### src/rtl/fpsc_pkg.sv
// package: power state encodings, capability layout and timing constants
package fpsc_pkg;
    typedef enum logic [1:0] {FPSC_D0 = 2'b00, FPSC_D1 = 2'b01, FPSC_D2 = 2'b10,
        FPSC_D3HOT = 2'b11} fpsc_pstate_e;
    localparam int FPSC_CLK_MHZ = 250;
    localparam int FPSC_D2_RECOVERY_US = 200;
    localparam int FPSC_D3_RECOVERY_MS = 10;
    localparam int FPSC_D2_RECOVERY_CYC = FPSC_D2_RECOVERY_US * FPSC_CLK_MHZ;
    localparam int FPSC_D3_RECOVERY_CYC = FPSC_D3_RECOVERY_MS * 1000 * FPSC_CLK_MHZ;
    localparam int FPSC_INT_RESET_CYC = 16;
    // capability register field positions
    localparam int FPSC_CAP_D1_BIT = 9;
    localparam int FPSC_CAP_D2_BIT = 10;
    localparam int FPSC_CAP_AUXI_LSB = 6;
    localparam int FPSC_CAP_AUXI_MSB = 8;
    // control/status field positions
    localparam int FPSC_CSR_PS_LSB = 0;
    localparam int FPSC_CSR_NOSR_BIT = 3;
    localparam int FPSC_CSR_WEN_BIT = 8;
    localparam int FPSC_CSR_WST_BIT = 15;
    localparam logic [15:0] FPSC_CSR_RESET = 16'h0000;
endpackage

### src/rtl/fpsc_if.sv
// interface: configuration-side link between host controller and function
`timescale 1ns/1ps
`default_nettype none
interface fpsc_if;
    logic cfg_wr;
    logic [1:0] cfg_sel;
    logic [15:0] cfg_wdata;
    logic [15:0] cfg_rdata;
    logic cfg_busy;
    logic bus_rst;
    logic vcc_ok;
    modport dev (input cfg_wr, cfg_sel, cfg_wdata, bus_rst, vcc_ok,
        output cfg_rdata, cfg_busy);
    modport host (output cfg_wr, cfg_sel, cfg_wdata, bus_rst, vcc_ok,
        input cfg_rdata, cfg_busy);
endinterface
`default_nettype wire

### src/rtl/fpsc_func.sv
// function end: power state machine, access gating and wake context
//
// Notes on behaviour
// RULE1: D0, D3hot, D3cold always present
// RULE2: D1 and D2 optional by parameter
// RULE3: D0 write from D3hot goes to D0
// RULE4: leave D3cold only via power and reset
// RULE5: reset lands in uninitialized D0
// RULE6: D1/D2: config only, wake event only
// RULE7: config space accessible in D1/D2
// RULE8: memory, mastering, interrupts only active D0
// RULE9: host waits 200 us after D2 exit
// RULE10: host waits 10 ms after D3 exit
// RULE11: D3hot still answers configuration
// RULE12: internal reset option fixed by parameter
// RULE13: no-soft-reset bit reflects that option
// RULE14: drivers off during internal reset
// RULE15: wake context kept through D3hot exit
// RULE16: power loss gives D3cold, reset reloads defaults
// RULE17: wake context kept on aux through D3cold
// RULE18: aux current in capability bits 8:6
// RULE19: D1 support same at 66 MHz
// RULE20: D2 bit reads 0 on 66 MHz bus
// RULE21: unsupported state writes are ignored
`timescale 1ns/1ps
`default_nettype none
module fpsc_func #(
    parameter bit HAS_D1 = 1'b1,
    parameter bit HAS_D2 = 1'b1,
    parameter bit NO_SOFT_RESET = 1'b0,
    parameter logic [2:0] AUX_CURRENT = 3'h1
) (
    input wire logic sys_clk,
    input wire logic rst,
    fpsc_if.dev link,
    input wire logic bus_66mhz,
    input wire logic wake_req,
    output logic mem_io_enable,
    output logic master_enable,
    output logic irq_enable,
    output logic drivers_enable,
    output logic wake_event,
    output logic initialized,
    output logic cold,
    output logic [1:0] power_state_field
);
    ////////////////////////////////////////////////////////////////////////
    logic [1:0] ps_r;
    logic init_r;
    logic cold_r;
    logic wen_r;
    logic wst_r;
    logic irst_r;
    logic [4:0] irst_cnt_r;
    logic [1:0] m66_sync_r;
    logic [1:0] wreq_sync_r;
    logic [1:0] vcc_sync_r;
    logic [1:0] brst_sync_r;
    logic we_r;

    // asynchronous pins pass two flops first
    always_ff @(posedge sys_clk or posedge rst)
    begin
        if (rst)
        begin
            m66_sync_r <= 2'h0;
            wreq_sync_r <= 2'h0;
            // supply is taken as present across reset, so release does not fake a power loss
            vcc_sync_r <= 2'h3;
            brst_sync_r <= 2'h0;
        end
        else
        begin
            m66_sync_r <= {m66_sync_r[0], bus_66mhz};
            wreq_sync_r <= {wreq_sync_r[0], wake_req};
            vcc_sync_r <= {vcc_sync_r[0], link.vcc_ok};
            brst_sync_r <= {brst_sync_r[0], link.bus_rst};
        end
    end

    ////////////////////////////////////////////////////////////////////////
    wire on_66 = m66_sync_r[1];
    wire d2_ok = HAS_D2 && !on_66; // RULE20 RULE19
    wire d1_ok = HAS_D1; // RULE2 RULE19
    wire [1:0] req_ps = link.cfg_wdata[fpsc_pkg::FPSC_CSR_PS_LSB +: 2];
    // config writes accepted in every powered state, held off during internal reset
    wire csr_wr = link.cfg_wr && (link.cfg_sel == 2'h1) && !cold_r && !irst_r; // RULE7 RULE11
    wire req_ok = (req_ps == fpsc_pkg::FPSC_D0) || (req_ps == fpsc_pkg::FPSC_D3HOT)
        || ((req_ps == fpsc_pkg::FPSC_D1) && d1_ok)
        || ((req_ps == fpsc_pkg::FPSC_D2) && d2_ok); // RULE1 RULE21
    wire ps_wr = csr_wr && req_ok;
    wire init_wr = link.cfg_wr && (link.cfg_sel == 2'h2) && !cold_r && !irst_r;
    wire leave_d3 = ps_wr && (ps_r == fpsc_pkg::FPSC_D3HOT) && (req_ps == fpsc_pkg::FPSC_D0);
    wire do_irst = leave_d3 && !NO_SOFT_RESET; // RULE12
    wire is_active = (ps_r == fpsc_pkg::FPSC_D0) && init_r && !cold_r && !irst_r;
    wire wake_src = wreq_sync_r[1] && wen_r;

    ////////////////////////////////////////////////////////////////////////
    // rst is power-on reset; the segment reset comes in on link.bus_rst. Wake enable/status
    // model the aux-powered well: they survive bus_rst and vcc loss; of the resets only rst clears them
    always_ff @(posedge sys_clk or posedge rst)
    begin
        if (rst)
        begin
            ps_r <= fpsc_pkg::FPSC_D0; // RULE5 RULE16
            init_r <= 1'b0; // RULE5
            cold_r <= 1'b0;
            irst_r <= 1'b0;
            irst_cnt_r <= 5'h0;
        end
        else if (!vcc_sync_r[1])
        begin
            cold_r <= 1'b1; // RULE16
            init_r <= 1'b0;
        end
        else if (cold_r || brst_sync_r[1])
        begin
            // segment reset reloads defaults; only it leaves cold once supply is back
            if (brst_sync_r[1])
            begin
                cold_r <= 1'b0; // RULE4
                ps_r <= fpsc_pkg::FPSC_D0; // RULE5 RULE16
                init_r <= 1'b0; // RULE5
                irst_r <= 1'b0;
                irst_cnt_r <= 5'h0;
            end
        end
        else if (irst_r)
        begin
            irst_cnt_r <= irst_cnt_r + 5'h1;
            if (irst_cnt_r == 5'(fpsc_pkg::FPSC_INT_RESET_CYC - 1))
                irst_r <= 1'b0;
        end
        else
        begin
            if (ps_wr)
                ps_r <= req_ps; // RULE3 RULE21
            if (do_irst)
            begin
                irst_r <= 1'b1; // RULE14
                irst_cnt_r <= 5'h0;
                init_r <= 1'b0;
            end
            else if (init_wr && ps_r == fpsc_pkg::FPSC_D0)
                init_r <= link.cfg_wdata[0];
        end
    end

    // wake context: aux powered, kept through internal reset and cold
    always_ff @(posedge sys_clk or posedge rst)
    begin
        if (rst)
        begin
            wen_r <= 1'b0;
            wst_r <= 1'b0;
            we_r <= 1'b0;
        end
        else
        begin
            if (csr_wr)
                wen_r <= link.cfg_wdata[fpsc_pkg::FPSC_CSR_WEN_BIT]; // RULE15 RULE17
            // set wins over write-one-to-clear
            if (wake_src)
                wst_r <= 1'b1; // RULE15 RULE17
            else if (csr_wr && link.cfg_wdata[fpsc_pkg::FPSC_CSR_WST_BIT])
                wst_r <= 1'b0;
            we_r <= wake_src && !irst_r; // RULE6
        end
    end

    ////////////////////////////////////////////////////////////////////////
    wire [15:0] cap_word = 16'h0003
        | (16'(AUX_CURRENT) << fpsc_pkg::FPSC_CAP_AUXI_LSB) // RULE18
        | (16'(d1_ok) << fpsc_pkg::FPSC_CAP_D1_BIT)
        | (16'(d2_ok) << fpsc_pkg::FPSC_CAP_D2_BIT); // RULE20
    wire [15:0] csr_word = fpsc_pkg::FPSC_CSR_RESET | 16'(ps_r)
        | (16'(NO_SOFT_RESET) << fpsc_pkg::FPSC_CSR_NOSR_BIT) // RULE13
        | (16'(wen_r) << fpsc_pkg::FPSC_CSR_WEN_BIT)
        | (16'(wst_r) << fpsc_pkg::FPSC_CSR_WST_BIT);
    wire [15:0] sel_word = (link.cfg_sel == 2'h0) ? cap_word :
        (link.cfg_sel == 2'h1) ? csr_word : 16'(init_r);

    always_ff @(posedge sys_clk or posedge rst)
    begin
        if (rst)
            link.cfg_rdata <= 16'h0000;
        else
            link.cfg_rdata <= (cold_r || irst_r) ? 16'h0000 : sel_word; // RULE7 RULE11
    end

    assign link.cfg_busy = cold_r || irst_r;
    assign mem_io_enable = is_active; // RULE6 RULE8
    assign master_enable = is_active; // RULE8
    assign irq_enable = is_active; // RULE8
    assign drivers_enable = !cold_r && !irst_r; // RULE14
    assign wake_event = we_r;
    assign initialized = init_r;
    assign cold = cold_r;
    assign power_state_field = ps_r;
endmodule // fpsc_func
`default_nettype wire

### src/flat_wrapper.sv
// flat-port wrapper written by rule: the top's interface ports become plain ports
module fpsc_func_flat 
#(
    parameter bit HAS_D1 = 1'b1,
    parameter bit HAS_D2 = 1'b1,
    parameter bit NO_SOFT_RESET = 1'b0,
    parameter logic [2:0] AUX_CURRENT = 3'h1
)
  (sys_clk, rst, bus_66mhz, wake_req, mem_io_enable, master_enable, irq_enable, drivers_enable, wake_event, initialized, cold, power_state_field, link_cfg_wr, link_cfg_sel, link_cfg_wdata, link_bus_rst, link_vcc_ok, link_cfg_rdata, link_cfg_busy);
  fpsc_if link_i ();
  input wire logic sys_clk;
  input wire logic rst;
  input wire logic bus_66mhz;
  input wire logic wake_req;
  output logic mem_io_enable;
  output logic master_enable;
  output logic irq_enable;
  output logic drivers_enable;
  output logic wake_event;
  output logic initialized;
  output logic cold;
  output logic [1:0] power_state_field;
  input wire logic [$bits(link_i.cfg_wr)-1:0] link_cfg_wr;
  input wire logic [$bits(link_i.cfg_sel)-1:0] link_cfg_sel;
  input wire logic [$bits(link_i.cfg_wdata)-1:0] link_cfg_wdata;
  input wire logic [$bits(link_i.bus_rst)-1:0] link_bus_rst;
  input wire logic [$bits(link_i.vcc_ok)-1:0] link_vcc_ok;
  output wire logic [$bits(link_i.cfg_rdata)-1:0] link_cfg_rdata;
  output wire logic [$bits(link_i.cfg_busy)-1:0] link_cfg_busy;
  assign link_i.cfg_wr = link_cfg_wr;
  assign link_i.cfg_sel = link_cfg_sel;
  assign link_i.cfg_wdata = link_cfg_wdata;
  assign link_i.bus_rst = link_bus_rst;
  assign link_i.vcc_ok = link_vcc_ok;
  assign link_cfg_rdata = link_i.cfg_rdata;
  assign link_cfg_busy = link_i.cfg_busy;
  fpsc_func #(.HAS_D1(HAS_D1), .HAS_D2(HAS_D2), .NO_SOFT_RESET(NO_SOFT_RESET), .AUX_CURRENT(AUX_CURRENT)) u_core (.sys_clk(sys_clk), .rst(rst), .link(link_i), .bus_66mhz(bus_66mhz), .wake_req(wake_req), .mem_io_enable(mem_io_enable), .master_enable(master_enable), .irq_enable(irq_enable), .drivers_enable(drivers_enable), .wake_event(wake_event), .initialized(initialized), .cold(cold), .power_state_field(power_state_field));
endmodule
### config.mk
export PLATFORM = sky130hd
export DESIGN_NAME = fpsc_func_flat
export DESIGN_NICKNAME = d
export VERILOG_FILES = /design/src/rtl/fpsc_pkg.sv /design/src/rtl/fpsc_if.sv /design/src/rtl/fpsc_func.sv /design/src/flat_wrapper.sv
export SDC_FILE = /design/constraint.sdc
export NUM_CORES = 1
export LEC_CHECK = 0
export BUFFER_PORTS_ARGS = -buffer_cell sky130_fd_sc_hd__buf_2
export CAP_MARGIN = 5
export CORE_UTILIZATION = 42
export DETAILED_ROUTE_END_ITERATION = 10
export PLACE_DENSITY = 0.82
export SETUP_SLACK_MARGIN = 0.4
export SYNTH_ARGS = -nofsm -noshare
export SYNTH_HDL_FRONTEND = slang
export SYNTH_SLANG_ARGS = --single-unit
### constraint.sdc
create_clock -name sys_clk -period 1.4 [get_ports sys_clk]
set_clock_uncertainty 0.05 [all_clocks]
set_input_delay 0.21 -clock sys_clk [delete_from_list [all_inputs] [get_ports sys_clk]]
set_output_delay 0.21 -clock sys_clk [all_outputs]
set_load 0.01 [all_outputs]
Word-level counts from Yosys, hierarchy flattened
Cells that the tools add are included.
{"block": "word_totals", "ff_bits": 37, "inputBits": 25, "wordCells": 92}
{"block": "op_classes", "add_sub_neg": 1, "eq_ne": 14, "n_mux": 25, "bitwise": 2, "reduce_logical": 37}
{"op": "$mux 16", "count": 3}
{"op": "$mux 5", "count": 4}
{"op": "$logic_and 1x1->1", "count": 18}
{"op": "$or 16x16->16", "count": 1}
{"op": "$mux 1", "count": 14}
{"op": "$or 2x9->9", "count": 1}
{"op": "$eq 2x2->1 const B", "count": 4}
{"op": "$mux 2", "count": 4}
{"op": "$logic_not 2->1", "count": 3}
{"op": "$ne 2x2->1 const B", "count": 3}
{"op": "$ne 3x3->1 const B", "count": 2}
{"op": "$reduce_and 3->1", "count": 2}
{"op": "$add 5x1->5 const B", "count": 1}
{"op": "$eq 5x4->1 const B", "count": 1}
{"op": "$logic_or 1x1->1", "count": 5}
{"op": "$eq 2x1->1 const B", "count": 2}
{"op": "$ne 4x4->1 const B", "count": 1}
{"op": "$reduce_and 2->1", "count": 2}
{"op": "$reduce_and 4->1", "count": 1}
{"op": "$reduce_bool 2->1", "count": 2}
{"op": "$logic_not 1->1", "count": 3}
{"op": "$reduce_bool 3->1", "count": 1}
{"op": "$ne 2x1->1 const B", "count": 1}

Logic depth before layout (Yosys ltp)
{"block": "logic_depth", "depth_word": 11, "mapped_depth": 7, "ltp_nobuf": 7}

Worst setup path before layout
No wires, ideal clock.
{"block": "synth_timing", "path_type": "register to output", "startpoint": "register u_core.cold_r, in the netlist u_core.cold", "endpoint": "output port master_enable", "arrival_ps": 1279, "required_ps": 1140, "path_slack_ps": -139, "stages_incl_launch_ff": 5, "path_buffers": 1, "cell_sequence": "dfrtp_1 > or2_4 > inv_2 > and4_1 > buf_4"}
{"block": "synth_via", "elab_chain_cells": 3}
{"element": "start, declared", "line_no": "fpsc_func.sv:50", "source": "logic cold_r;"}
{"element": "start signal, assigned", "line_no": "fpsc_func.sv:107", "source": "cold_r <= 1'b0;"}
{"element": "start signal, assigned", "line_no": "fpsc_func.sv:113", "source": "cold_r <= 1'b1;"}
{"element": "start signal, assigned", "line_no": "fpsc_func.sv:121", "source": "cold_r <= 1'b0;"}
{"element": "$logic_not 1->1", "line_no": "fpsc_func.sv:95", "source": "wire is_active = (ps_r == fpsc_pkg::FPSC_D0) && init_r && !cold_r && !irst_r;"}
{"element": "$logic_and 1x1->1 (2 in a row)", "line_no": "fpsc_func.sv:95"}
{"element": "end, declared", "line_no": "flat_wrapper.sv:16", "source": "output logic master_enable;"}
No other way between the ends.

Final worst setup path
Same ends and word-level chain as after synthesis.

==> qor.csv <==
metric;value;unit
HPWL after DPL;1.64;mm
worst-skew pair later-pin latency;0.32;ns
initial antenna violation count;0;
most numerous cell in the Yosys netlist;dfrtp_1;
TritonCTS Sinks;27;
Compound-Gate Fraction of Synth Area;12.8;%
Max Fanout on Critical Path;3;
clk root buf;clkbuf_4;
Achievable Freq;597;MHz
Worst Hold Class;primary input to register;
Post-Syn Instances;108;
CTS max path bufs;2;
final WL;2.85;mm
Worst setup EP type;output pin;
total vias in the final route;1042;
GPL Wtd Cong;0.788;
final period utilization;120;%
Max H-tree Level;1;
FP Rows;19;
I/O Buffers;29;
Most used DFF post-synth;dfrtp_1;
Hold Violations, Final;0;
post-synthesis register bit count;27;
GRT overflow;0;
critical path arrival;1.41;ns
GRT Total Usage;17.8;%
Leak;0.000925;uW
ant diodes;0;
worst hold path stage count;2;
RSZ-0062 raised after global routing;yes;
fraction of registers with async set/reset;100;%
synth cell count leaders;dfrtp_1 (25), buf_4 (12), nand2_1 (7), o21ai_0 (7), inv_1 (5);
Cell Pwr Density;791;mW/mm^2
Core Box Area;0.00276;sq mm
Num CTS Buffers;3;
CP Launch Type;register;
post-route ant nets;0;
Initial Util;44.6;%
Synth area leader;dfrtp_1;
EDFF count, synth;0;
final setup vio count;18;
share of cells above drive strength 1;55.6;%
R2R cell count;7;
dpl ws;-0.0603;ns
DIE HEIGHT;56.1;microns
clock-pin slew on the worst setup and hold paths;0.14;ns
min-delay src;link_cfg_wdata[8];
vias in the first global route;1027;
post-route minimum period;1.67;ns
worst setup margin;-0.275;ns
peak supply drop;0.000554;V
pins over their slew limit;0;
initial DRC count;32;
synth warn;0;
Avg Vias per Cell;5.21;
largest net degree at the start of global routing;28;
Ports;51;
CP Launch Point;u_core.cold$_DFFE_PP0P_;
Layout area overhead;46.8;%
nets@finish;197;
Synth area leaders;dfrtp_1 (51%), buf_4 (7.3%), dfstp_2 (4.3%);
DRC Markers;0;
largest family of logic cells by synthesized area;simple AND/OR/NAND/NOR gates;
first-pass GRT wire length;4.33;mm
post-synthesis mux area share;0.916;%
Adder-Cell Fraction of Synth Area;2.04;%
drt first pass iters;4;
DP Cell Count;179;
Avg Cell Area, Syn;11.4;sq um
drt wl/cell;14.3;microns
Critical Path RT;1.14;ns
width of the die;56.1;microns
die area;0.00315;sq mm
Synth cell types;41;
Max-Cap Viols;0;
CTS tree;yes;
kind of critical path;register to output pin;
status;complete, but fails checks;
Post-Synth XOR/XNOR Area;0;%
sequential area share after synthesis;55.2;%
Cell Count, Final, Fillers Out;200;
simple-gate area share of the yosys netlist;18.7;%
Mapped Area;0.00123;sq mm
post-synth top area share;50.9;%
violated checks;setup timing;
Reg2Reg Launch Point;u_core.cold$_DFFE_PP0P_;
==> layout make-up <==
type / count / area, sq um
fill: 194 / 953
sequential: 27 / 681
multi-input combinational: 69 / 538
timing repair buffer: 63 / 494
tap: 31 / 38.8
inverter: 6 / 25.0
clock buffer: 3 / 22.5
clock inverter: 1 / 5.00
==> cell usage in the layout (no fill, tap or decap), drive strengths merged, types with 3 or more instances in the layout <==
cell         count
nand3            3
nor2             4
nor3             3
nand2            7
buf             58
a21oi            3
clkbuf           3
o21ai            7
and3             4
dfrtp           25
conb             9
inv              6
nand4            3
dlygate4sd3      5
==> path summary, 6_finish.rpt <==
kind                                                                 to  slack (ns)
worst max-delay path                                      master_enable       -0.27
worst min-delay path                           u_core.wen_r$_DFFE_PP0N_        0.06
worst max register to register  u_core.power_state_field[0]$_DFFE_PP0P_       -0.25
worst min register to register           u_core.vcc_sync_r[1]$_DFF_PP1_        0.31
max in group asynchronous                u_core.vcc_sync_r[0]$_DFF_PP1_        0.58
min in group asynchronous               u_core.wreq_sync_r[0]$_DFF_PP0_        0.42
==> worst max-delay path, cell delays in order, from the launching register on <==
cell     delay, ns
dfrtp_2       0.45
or2_4         0.26
inv_4         0.05
and4_4        0.23
buf_6         0.11
==> power by group <==
part	switching, uW	total [uW]	internal, uW
clock network	222	329	107
logic	125	259	134
registers	22.4	840	818
total	369	1430	1060
==> flip-flops by register name (all words and copies together), names as in the netlist <==
name                      flops
u_core.wst_r                  1
u_core.irst_cnt_r             5
u_core.wreq_sync_r            2
u_core.vcc_sync_r             2
u_core.irst_r                 1
u_core.brst_sync_r            2
u_core.cold                   1
u_core.initialized            1
u_core.m66_sync_r             2
u_core.wake_event             1
u_core.wen_r                  1
u_core.power_state_field      2
u_core.link.cfg_rdata         6
==> cells by family after synthesis <==
kind of cell	Yosys count
DFF	27
AOI/OAI and AO/OA	21
adders and majority gates	2
muxes	1
buffers and inverters	20
other	1
and+or+nand+nor	36
==> routing by layer <==
metal	vias up	share of wire [%]	global-route usage, %
li1	482	-	-
met3	8	4.5	3.26
met5	-	0	0
met1	516	42	20.0
met2	36	51	30.8
met4	0	2.1	11.1
==> per-stage QoR <==
step                      area [sq um]  power [uW]  setup TNS [ns]  utilization [%]  hold WS (ns)
after floorplan                   1290         970          -0.110                -         0.164
after global placement            1490        1020          -0.140             54.1         0.226
after detailed placement          1490        1030          -0.373             54.1         0.234
after CTS                         1700        1400           -2.40             61.8        0.0526
after global routing              1800        1510           -4.03             65.4        0.0326
final                             1800        1430           -3.11             65.4        0.0649
==> timing repair <==
action / CTS / global route
pin swaps: 6 / 9
hold buffers: 5 / 0
gates resized for setup: 18 / 17
endpoints found under the setup margin: 35 / 35
endpoints found under the hold margin: 29 / 0
buffers inserted: 6 / 6
Note: power is estimated with default switching activity, not from simulation.
